$ cat src/inc/strap_led_pkg.sv
// Package with constants for the strap latch and status indicator block
package strap_led_pkg;
  // AXI4-Lite response codes
  localparam logic [1:0] RESP_OKAY = 2'h0;
  localparam logic [1:0] RESP_SLVERR = 2'h2;
  // Register byte offsets
  localparam logic [7:0] STRAP_STATUS_OFS = 8'h00;
  localparam logic [7:0] LINK_CTRL_OFS = 8'h04;
  localparam logic [7:0] ADDR_MASK = 8'hFC;
  // Strap status fields
  localparam int STS_REGDIS_BIT = 0;
  localparam int STS_IRQSEL_BIT = 1;
  localparam int STS_IFMODE_BIT = 2;
  localparam int STS_ADDR_LSB = 4;
  localparam int STS_LATCHED_BIT = 8;
  // Link control fields
  localparam int CTL_LINK_BIT = 0;
  localparam int CTL_SPEED100_BIT = 1;
  localparam int CTL_ISOLATE_BIT = 2;
  localparam int CTL_ACTIVITY_BIT = 3;
  localparam int CTL_IRQ_BIT = 4;
  localparam logic [31:0] LINK_CTRL_RESET = 32'h0000_0000;
  // Timing
  localparam int CLK_HZ = 20_000_000;
  localparam int BLINK_HALF_MS = 50;
  localparam int BLINK_HALF_CYCLES = CLK_HZ / 1000 * BLINK_HALF_MS;
  // Last settle count before straps are captured; covers synchroniser and filter
  localparam logic [2:0] SETTLE_LAST = 3'h5;
  // LED active level (high drives the lamp)
  localparam logic LED_ON = 1'b1;
  localparam logic LED_OFF = 1'b0;
endpackage

$ cat src/logic/strap_latch_and_status_leds.sv
// Strap capture at reset, pin function select and status indicator drive
`timescale 1ns/1ps
`default_nettype none
// Functional notes
// - Sample straps at every reset, hold them
// - External reset is active low, re-latches straps
// - Link indicator on with link, blinks on traffic
// - Speed indicator on only at 100 Mb/s
// - Interrupt strap selects irq or tx-error function
// - Regulator disabled when its strap is high
// - Management clock input, bidirectional data pin
// - Management address from three latched straps
// - Interface strap selects MII low, RMII high
module strap_latch_and_status_leds
  import strap_led_pkg::*;
#(
  parameter int BLINK_CYCLES = BLINK_HALF_CYCLES
) (
  input wire logic sys_clk,
  input wire logic rst_n,
  input wire logic external_reset_n,
  // Strap pins, sensed while they are inputs
  input wire logic regulator_disable_strap,
  input wire logic irq_pin_function_strap,
  input wire logic interface_mode_strap,
  input wire logic [2:0] mgmt_address_straps,
  // Shared LED pins: output and enable
  output logic link_activity_indicator,
  output logic link_activity_indicator_oe,
  output logic link_speed_indicator,
  output logic link_speed_indicator_oe,
  // Multiplexed interrupt / transmit error pin
  output logic irq_out_n,
  output logic irq_out_oe,
  input wire logic tx_error_input,
  output logic tx_error_seen,
  output logic tx_symbol_bit4,
  // Management interface pins
  input wire logic mdc_in,
  input wire logic mdio_in,
  output logic mdio_out,
  output logic mdio_oe,
  input wire logic mgmt_drive,
  input wire logic mgmt_data,
  output logic mdc_sync,
  output logic mdio_sync,
  // Configuration results
  output logic regulator_enable,
  output logic rmii_mode,
  output logic [2:0] mgmt_address,
  // AXI4-Lite slave
  input wire logic [7:0] s_axi_awaddr,
  input wire logic s_axi_awvalid,
  output logic s_axi_awready,
  input wire logic [31:0] s_axi_wdata,
  input wire logic [3:0] s_axi_wstrb,
  input wire logic s_axi_wvalid,
  output logic s_axi_wready,
  output logic [1:0] s_axi_bresp,
  output logic s_axi_bvalid,
  input wire logic s_axi_bready,
  input wire logic [7:0] s_axi_araddr,
  input wire logic s_axi_arvalid,
  output logic s_axi_arready,
  output logic [31:0] s_axi_rdata,
  output logic [1:0] s_axi_rresp,
  output logic s_axi_rvalid,
  input wire logic s_axi_rready
);

  // Combined reset: either the system reset or the external pin
  logic sys_rst_n;
  assign sys_rst_n = rst_n & external_reset_n;

  // Three-stage synchronisers for pin inputs; stage 1 feeds only stage 2
  logic [8:0] s1_q, s2_q, s3_q;
  logic [8:0] pins;
  assign pins = {mdc_in, mdio_in, tx_error_input, mgmt_address_straps, interface_mode_strap,
                 irq_pin_function_strap, regulator_disable_strap};
  always_ff @(posedge sys_clk or negedge sys_rst_n) begin
    if (!sys_rst_n) begin
      s1_q <= 9'h000;
      s2_q <= 9'h000;
      s3_q <= 9'h000;
    end else begin
      s1_q <= pins;
      s2_q <= s1_q;
      s3_q <= s2_q;
    end
  end

  // Filtered pin level: changes only when stages two and three agree
  logic [8:0] flt_q, flt_d;
  always_comb begin
    flt_d = flt_q;
    for (int i = 0; i < 9; i++) begin
      if (s2_q[i] == s3_q[i]) begin
        flt_d[i] = s3_q[i];
      end
    end
  end
  always_ff @(posedge sys_clk or negedge sys_rst_n) begin
    if (!sys_rst_n) begin
      flt_q <= 9'h000;
    end else begin
      flt_q <= flt_d;
    end
  end

  // Strap latch: a settle counter waits for the filter, then captures once
  logic [2:0] settle_q, settle_d;
  logic latched_q, latched_d;
  logic [5:0] straps_q, straps_d; // {addr[2:0], ifmode, irq select, regulator disable}
  always_comb begin
    settle_d = settle_q;
    latched_d = latched_q;
    straps_d = straps_q;
    if (!latched_q) begin
      // Wait for three synchroniser stages plus filter before trusting the level
      if (settle_q != SETTLE_LAST) begin
        settle_d = settle_q + 3'h1;
      end else begin
        straps_d = flt_q[5:0];
        latched_d = 1'b1;
      end
    end
  end
  always_ff @(posedge sys_clk or negedge sys_rst_n) begin
    if (!sys_rst_n) begin
      settle_q <= 3'h0;
      latched_q <= 1'b0;
      straps_q <= 6'h00; // Pull-down defaults until captured
    end else begin
      settle_q <= settle_d;
      latched_q <= latched_d;
      straps_q <= straps_d;
    end
  end

  // Register file: link state written by software stands in for the PHY core
  logic [31:0] ctrl_q, ctrl_d;
  logic aw_q, aw_d, w_q, w_d, bv_q, bv_d, rv_q, rv_d;
  logic [7:0] awa_q, awa_d;
  logic [31:0] wd_q, wd_d, rd_q, rd_d;
  logic [3:0] ws_q, ws_d;
  logic [1:0] br_q, br_d, rr_q, rr_d;
  logic [31:0] status_w;

  // Read value of the strap status register
  always_comb begin
    status_w = 32'h0000_0000;
    status_w[STS_REGDIS_BIT] = straps_q[0];
    status_w[STS_IRQSEL_BIT] = straps_q[1];
    status_w[STS_IFMODE_BIT] = straps_q[2];
    status_w[STS_ADDR_LSB +: 3] = straps_q[5:3];
    status_w[STS_LATCHED_BIT] = latched_q;
  end

  // Byte-lane merge, used for the control register write
  function automatic logic [31:0] merge(input logic [31:0] old, input logic [31:0] nw, input logic [3:0] st);
    logic [31:0] r;
    r = old;
    for (int b = 0; b < 4; b++) begin
      if (st[b]) begin
        r[b*8 +: 8] = nw[b*8 +: 8];
      end
    end
    return r;
  endfunction

  // Write and read channel handling; address and data accepted in either order
  always_comb begin
    aw_d = aw_q;
    w_d = w_q;
    awa_d = awa_q;
    wd_d = wd_q;
    ws_d = ws_q;
    bv_d = bv_q;
    br_d = br_q;
    ctrl_d = ctrl_q;
    rv_d = rv_q;
    rd_d = rd_q;
    rr_d = rr_q;
    if (s_axi_awvalid && !aw_q && !bv_q) begin
      aw_d = 1'b1;
      awa_d = s_axi_awaddr;
    end
    if (s_axi_wvalid && !w_q && !bv_q) begin
      w_d = 1'b1;
      wd_d = s_axi_wdata;
      ws_d = s_axi_wstrb;
    end
    if (aw_q && w_q) begin
      // Both halves held: perform the write and answer
      aw_d = 1'b0;
      w_d = 1'b0;
      bv_d = 1'b1;
      if ((awa_q & ADDR_MASK) == LINK_CTRL_OFS) begin
        ctrl_d = merge(ctrl_q, wd_q, ws_q);
        br_d = RESP_OKAY;
      end else if ((awa_q & ADDR_MASK) == STRAP_STATUS_OFS) begin
        br_d = RESP_OKAY; // Read-only: write ignored
      end else begin
        br_d = RESP_SLVERR; // Unmapped address
      end
    end
    if (bv_q && s_axi_bready) begin
      bv_d = 1'b0;
    end
    if (s_axi_arvalid && !rv_q) begin
      rv_d = 1'b1;
      if ((s_axi_araddr & ADDR_MASK) == STRAP_STATUS_OFS) begin
        rd_d = status_w;
        rr_d = RESP_OKAY;
      end else if ((s_axi_araddr & ADDR_MASK) == LINK_CTRL_OFS) begin
        rd_d = ctrl_q;
        rr_d = RESP_OKAY;
      end else begin
        rd_d = 32'h0000_0000;
        rr_d = RESP_SLVERR;
      end
    end else if (rv_q && s_axi_rready) begin
      rv_d = 1'b0;
    end
  end
  // Bus registers follow rst_n only, so a pin reset does not break a transfer
  always_ff @(posedge sys_clk or negedge rst_n) begin
    if (!rst_n) begin
      aw_q <= 1'b0;
      w_q <= 1'b0;
      awa_q <= 8'h00;
      wd_q <= 32'h0000_0000;
      ws_q <= 4'h0;
      bv_q <= 1'b0;
      br_q <= RESP_OKAY;
      ctrl_q <= LINK_CTRL_RESET;
      rv_q <= 1'b0;
      rd_q <= 32'h0000_0000;
      rr_q <= RESP_OKAY;
    end else begin
      aw_q <= aw_d;
      w_q <= w_d;
      awa_q <= awa_d;
      wd_q <= wd_d;
      ws_q <= ws_d;
      bv_q <= bv_d;
      br_q <= br_d;
      ctrl_q <= ctrl_d;
      rv_q <= rv_d;
      rd_q <= rd_d;
      rr_q <= rr_d;
    end
  end
  // Ready is offered only while the slot is empty
  assign s_axi_awready = !aw_q && !bv_q;
  assign s_axi_wready = !w_q && !bv_q;
  assign s_axi_arready = !rv_q;
  assign s_axi_bvalid = bv_q;
  assign s_axi_bresp = br_q;
  assign s_axi_rvalid = rv_q;
  assign s_axi_rdata = rd_q;
  assign s_axi_rresp = rr_q;

  // Blink timer for activity; free-running while traffic is flagged
  logic [$clog2(BLINK_CYCLES+1)-1:0] blink_cnt_q, blink_cnt_d;
  logic blink_q, blink_d;
  always_comb begin
    blink_cnt_d = blink_cnt_q;
    blink_d = blink_q;
    if (!ctrl_q[CTL_ACTIVITY_BIT]) begin
      blink_cnt_d = '0;
      blink_d = 1'b0;
    end else if (blink_cnt_q == $bits(blink_cnt_q)'(BLINK_CYCLES - 1)) begin
      blink_cnt_d = '0;
      blink_d = !blink_q;
    end else begin
      blink_cnt_d = blink_cnt_q + 1'b1;
    end
  end

  // Output stage: LEDs, pin enables, decoded configuration
  logic lnk_d, spd_d, oe_d, irq_n_d, irq_oe_d, txe_d, sym4_d, mo_d, moe_d;
  logic lnk_q, spd_q, oe_q, irq_n_q, irq_oe_q, txe_q, sym4_q, mo_q, moe_q;
  logic reg_en_q, rmii_q, mdc_q, mdio_q;
  logic [2:0] addr_q;
  always_comb begin
    lnk_d = LED_OFF;
    spd_d = LED_OFF;
    oe_d = latched_q;
    irq_n_d = 1'b1;
    irq_oe_d = 1'b0;
    txe_d = 1'b0;
    sym4_d = 1'b0;
    mo_d = 1'b0;
    moe_d = 1'b0;
    if (latched_q) begin
      // Link lit steady, dark phase of blink during traffic
      if (ctrl_q[CTL_LINK_BIT]) begin
        lnk_d = blink_q ? LED_OFF : LED_ON;
      end
      // Speed lamp dark at 10 Mb/s and while isolated
      if (ctrl_q[CTL_SPEED100_BIT] && !ctrl_q[CTL_ISOLATE_BIT]) begin
        spd_d = LED_ON;
      end
      if (straps_q[1]) begin
        // Strap high or floating: open-drain interrupt, drives only when low
        irq_n_d = !ctrl_q[CTL_IRQ_BIT];
        irq_oe_d = ctrl_q[CTL_IRQ_BIT];
      end else begin
        // Strap low: pin is an input feeding tx error or symbol bit 4
        txe_d = flt_q[6] & !ctrl_q[CTL_SPEED100_BIT];
        sym4_d = flt_q[6] & ctrl_q[CTL_SPEED100_BIT];
      end
      // Data pin is open-drain; engine asks to pull low
      moe_d = mgmt_drive & !mgmt_data;
    end
  end
  always_ff @(posedge sys_clk or negedge sys_rst_n) begin
    if (!sys_rst_n) begin
      blink_cnt_q <= '0;
      blink_q <= 1'b0;
      lnk_q <= LED_OFF;
      spd_q <= LED_OFF;
      oe_q <= 1'b0;
      irq_n_q <= 1'b1;
      irq_oe_q <= 1'b0;
      txe_q <= 1'b0;
      sym4_q <= 1'b0;
      mo_q <= 1'b0;
      moe_q <= 1'b0;
      reg_en_q <= 1'b1;
      rmii_q <= 1'b0;
      addr_q <= 3'h0;
      mdc_q <= 1'b0;
      mdio_q <= 1'b0;
    end else begin
      blink_cnt_q <= blink_cnt_d;
      blink_q <= blink_d;
      lnk_q <= lnk_d;
      spd_q <= spd_d;
      oe_q <= oe_d;
      irq_n_q <= irq_n_d;
      irq_oe_q <= irq_oe_d;
      txe_q <= txe_d;
      sym4_q <= sym4_d;
      mo_q <= mo_d;
      moe_q <= moe_d;
      reg_en_q <= !straps_q[0];
      rmii_q <= straps_q[2];
      addr_q <= straps_q[5:3];
      mdc_q <= flt_q[8];
      mdio_q <= flt_q[7];
    end
  end
  assign link_activity_indicator = lnk_q;
  assign link_speed_indicator = spd_q;
  assign link_activity_indicator_oe = oe_q;
  assign link_speed_indicator_oe = oe_q;
  assign irq_out_n = irq_n_q;
  assign irq_out_oe = irq_oe_q;
  assign tx_error_seen = txe_q;
  assign tx_symbol_bit4 = sym4_q;
  assign mdio_out = mo_q;
  assign mdio_oe = moe_q;
  assign regulator_enable = reg_en_q;
  assign rmii_mode = rmii_q;
  assign mgmt_address = addr_q;
  assign mdc_sync = mdc_q;
  assign mdio_sync = mdio_q;

endmodule
`default_nettype wire

$ cat config.mk
export PLATFORM = sky130hd
export DESIGN_NAME = strap_latch_and_status_leds
export DESIGN_NICKNAME = d
export VERILOG_FILES = /design/src/inc/strap_led_pkg.sv /design/src/logic/strap_latch_and_status_leds.sv
export SDC_FILE = /design/constraint.sdc
export NUM_CORES = 1
export LEC_CHECK = 0
export ABC_AREA = 1
export BUFFER_PORTS_ARGS = -buffer_cell sky130_fd_sc_hd__buf_2
export CAP_MARGIN = 20
export CORE_MARGIN = 1.5
export CORE_UTILIZATION = 60
export DETAILED_ROUTE_END_ITERATION = 7
export GPL_TIMING_DRIVEN = 0
export PLACE_DENSITY = 0.85
export SETUP_SLACK_MARGIN = 0.02
export SLEW_MARGIN = 20
export SYNTH_ARGS = -nofsm -noshare
export SYNTH_HDL_FRONTEND = slang
export SYNTH_SLANG_ARGS = --single-unit
$ cat constraint.sdc
create_clock -name sys_clk -period 5.5 [get_ports sys_clk]
set_clock_uncertainty 0.2 [all_clocks]
set_input_delay 0.275 -clock sys_clk [delete_from_list [all_inputs] [get_ports sys_clk]]
set_output_delay 0.275 -clock sys_clk [all_outputs]
set_load 0.05 [all_outputs]
==> results.yml <==
status:
  status: "finished clean"
sta:
  max_freq_mhz: 487
  tightestPinTransition_ps: 556
  setup_viol: 0
  fin_crit_ps: 2050
  setup_tns_ps: 0
  grt_setup_unrepaired: "false"
  fin_crit_sh_pct: 37.3
  setup_ws_ps: 3450
  drv_slew: 0
  max-slew-margin-rel_pct: 62.9
  hold_viol: 0
grt:
  top_usage_layer: "met2"
  grt.met1_usage_pct: 37.8
  grt_use_total_pct: 32.3
  met2_usage_pct: 55.8
  grt_max_degree: 71
  grt_pass1_wl_mm: 31.8
  use_met3_pct: 7.85
  grt_overflow: 0
  grt_pass1_vias: 6324
  antenna_found_initial: 0
logic_synthesis:
  ys.warnings.count: 0
  synth_fa_ha_area_share_pct: 1.70
  yosysSeqAreaShare_pct: 64.7
  syn_area_um2: 7510
  synth_xor_area_share_pct: 1.17
  yosys.area_share.simple_pct: 17.2
  synth_mux_area_share_pct: 2.10
  syn_avg_cell_area_um2: 10.7
  synth_edf_count: 0
  synth_top_family_by_area: "simple AND/OR/NAND/NOR gates"
  synthTopCellsByArea: "dfrtp_1, nand2_1, nor2_1"
  ys_ff_latch: 194
  synth.distinct_cells: 31
  async_flop_share_pct: 100
  synth_top_cell_area_share_pct: 64.0
  synth_largest_area_cell: "dfrtp_1"
  synth_cells: 705
  synth-compound-area-share_pct: 7.86
  ys.flop_type: "dfrtp_1"
floorplanning:
  dieWidth_um: 115
  die_height_um: 115
  core_um2: 12100
  initial_core_util_pct: 62.0
  dieArea_um2: 13200
  std_cell_rows: 40
  boundaryPins: 129
placed_design:
  dpl_worst_slack_ps: 3530
  io_buffers: 121
  globalplace.congestion: 0.888
  hpwl_mm: 11.2
cells_and_area:
  final_cell_mix: "dfrtp_1, buf_2, nand2_1, nor2_1, inv_1"
  final_nets: 980
  layout_commonest_cell: "dfrtp_1"
  fill_cells: 698
  insertedDiodeCount: 0
  area_delta_synth_final_pct: 27.0
  drive_gt1_share_pct: 27.0
worst_setup_path:
  crit_required_ps: 5850
  reg2reg_to: "s_axi_rdata[22]"
  path_max_fanout: 70
  r2r_start: "s_axi_rvalid"
  r2r_slack_ps: 3590
  worstSetupPathType: "input port to asynchronous set/reset pin"
  arrival_ps: 2400
  rr_worst_depth: 6
  end_kind: "asynchronous set/reset pin"
  crit_path_start_kind: "input port"
detailed_routing:
  first_pass_iters: 5
  first_iter_violations: 564
  drc: 0
  wirelength_mm: 19.8
  routedWlPerCell_um: 18.2
  vias_per_cell: 5.55
  vias: 6038
  ant_nets: 0
pwr:
  vdd_drop_max_uv: 393
  power.leakage_nw: 4.77
  powerDensity_nw_per_um2: 433
job:
  drv_cap: 0
clock_tree:
  post_cts_resized: 0
  cts_htree_levels: 4
  cts_sinks: 194
  clk_path_buf_depth: 2
  clk_pin_slew_ps: 70
  cts_tree: "built"
  cts_buffers: 17
  cts_root_buf: "clkbuf_16"
  worstSkewPairLatency_ps: 440
hold_path:
  hold_path.class: "input port to register"
  holdPathEnd: "s_axi_rresp[1]"
  hp-start: "s_axi_araddr[6]"
  holdPathStages: 4
[state kept, by name (all words and copies together), names as in the netlist, 3 cells and up]
name          count
s1_q              9
mgmt_address      3
wd_q             32
settle_q          3
awa_q             6
ctrl_q           32
blink_cnt_q      20
s3_q              9
ws_q              4
flt_q             9
s_axi_rdata      32
s2_q              9
straps_q          6
[metal layers]
metal	routed length (um)	vias up
met1	7160	2931
met2	10200	381
met5	0	-
met3	1670	76
li1	-	2650
met4	783	0
[cells in the mapped netlist, types with 4 or more instances]
master and n:
o21ai_2 32, inv_1 64, nor2_2 5, nand3_4 4, maj3_1 9, clkbuf_1 7, dfrtp_1 192, xor2_1 8
buf_4 4, o21ai_0 6, nor3_1 12, nand2_1 122, a21oi_1 53, nor2_1 92, nand3_1 37, buf_2 10
buf_6 4, mux2_2 14, nand2_2 14
[metrics by stage]
| stage | area, um^2 | util (%) | std cells | power [mW] | hold WS (ps) |
|---|---|---|---|---|---|
| final | 9540 | 78.7 | 1087 | 4.13 | 28.5 |
| after global routing | 9540 | 78.7 | 1087 | 4.29 | 59.0 |
| after CTS | 9540 | 78.7 | 1087 | 4.06 | 21.4 |
| after detailed placement | 8400 | 69.3 | 998 | 2.83 | 20.7 |
| after global placement | 8330 | 68.8 | 996 | 2.75 | 132 |
| after floorplan | 7520 | - | 707 | 2.56 | -221 |
[worst max path at each step]
| stage | start | end | slack [ps] | depth (start not counted) |
|---|---|---|---|---|
| 2_1_floorplan | rst_n | blink_cnt_q[0] | 2880 | 2 |
| 3_3_place_gp | rst_n | blink_cnt_q[10] | 260 | 3 |
| 3_5_place_dp | rst_n | irq_out_n | 3530 | 5 |
| 4_1_cts | rst_n | irq_out_n | 3410 | 6 |
| 5_1_grt | rst_n | irq_out_n | 3180 | 6 |
| 6_report | rst_n | irq_out_n | 3450 | 6 |
[report_power, final]
part           total, mW  switching, mW  internal, mW
Combinational      0.965          0.659         0.306
Sequential          1.97          0.224          1.74
Clock               1.20          0.596         0.605
Total               4.13           1.48          2.65
[logic make-up after synthesis]
group | after synthesis
multiplexers | 14
XOR/XNOR | 10
AO/OA/AOI/OAI | 93
buffers and inverters | 90
other | 1
AND/OR/NAND/NOR | 291
adder cells (fa/ha/maj) | 12
flip-flops | 194
[critical path, stage by stage]
cell and delay, ps:
dlygate4sd3_1 540, buf_6 360, buf_16 360, nand2_1 150, inv_4 330, buf_16 310
[final cells by class]
cell class,instances,area (um^2),area share (%)
well taps,168,210,2.20
inverters,65,246,2.58
multi-input cells,423,2270,23.8
repair buffers,180,1240,13.0
plain buffers,25,151,1.59
clock inverters,15,141,1.48
clock buffers,17,425,4.46
flip-flops and latches,194,4860,50.9
[repair_timing]
item                       4_1_cts  5_1_grt
setup endpoints to repair        0        0
hold buffers                    57        0
setup buffers                    0        0
hold endpoints to repair       195        0
Power figures use the tool's default switching activity.
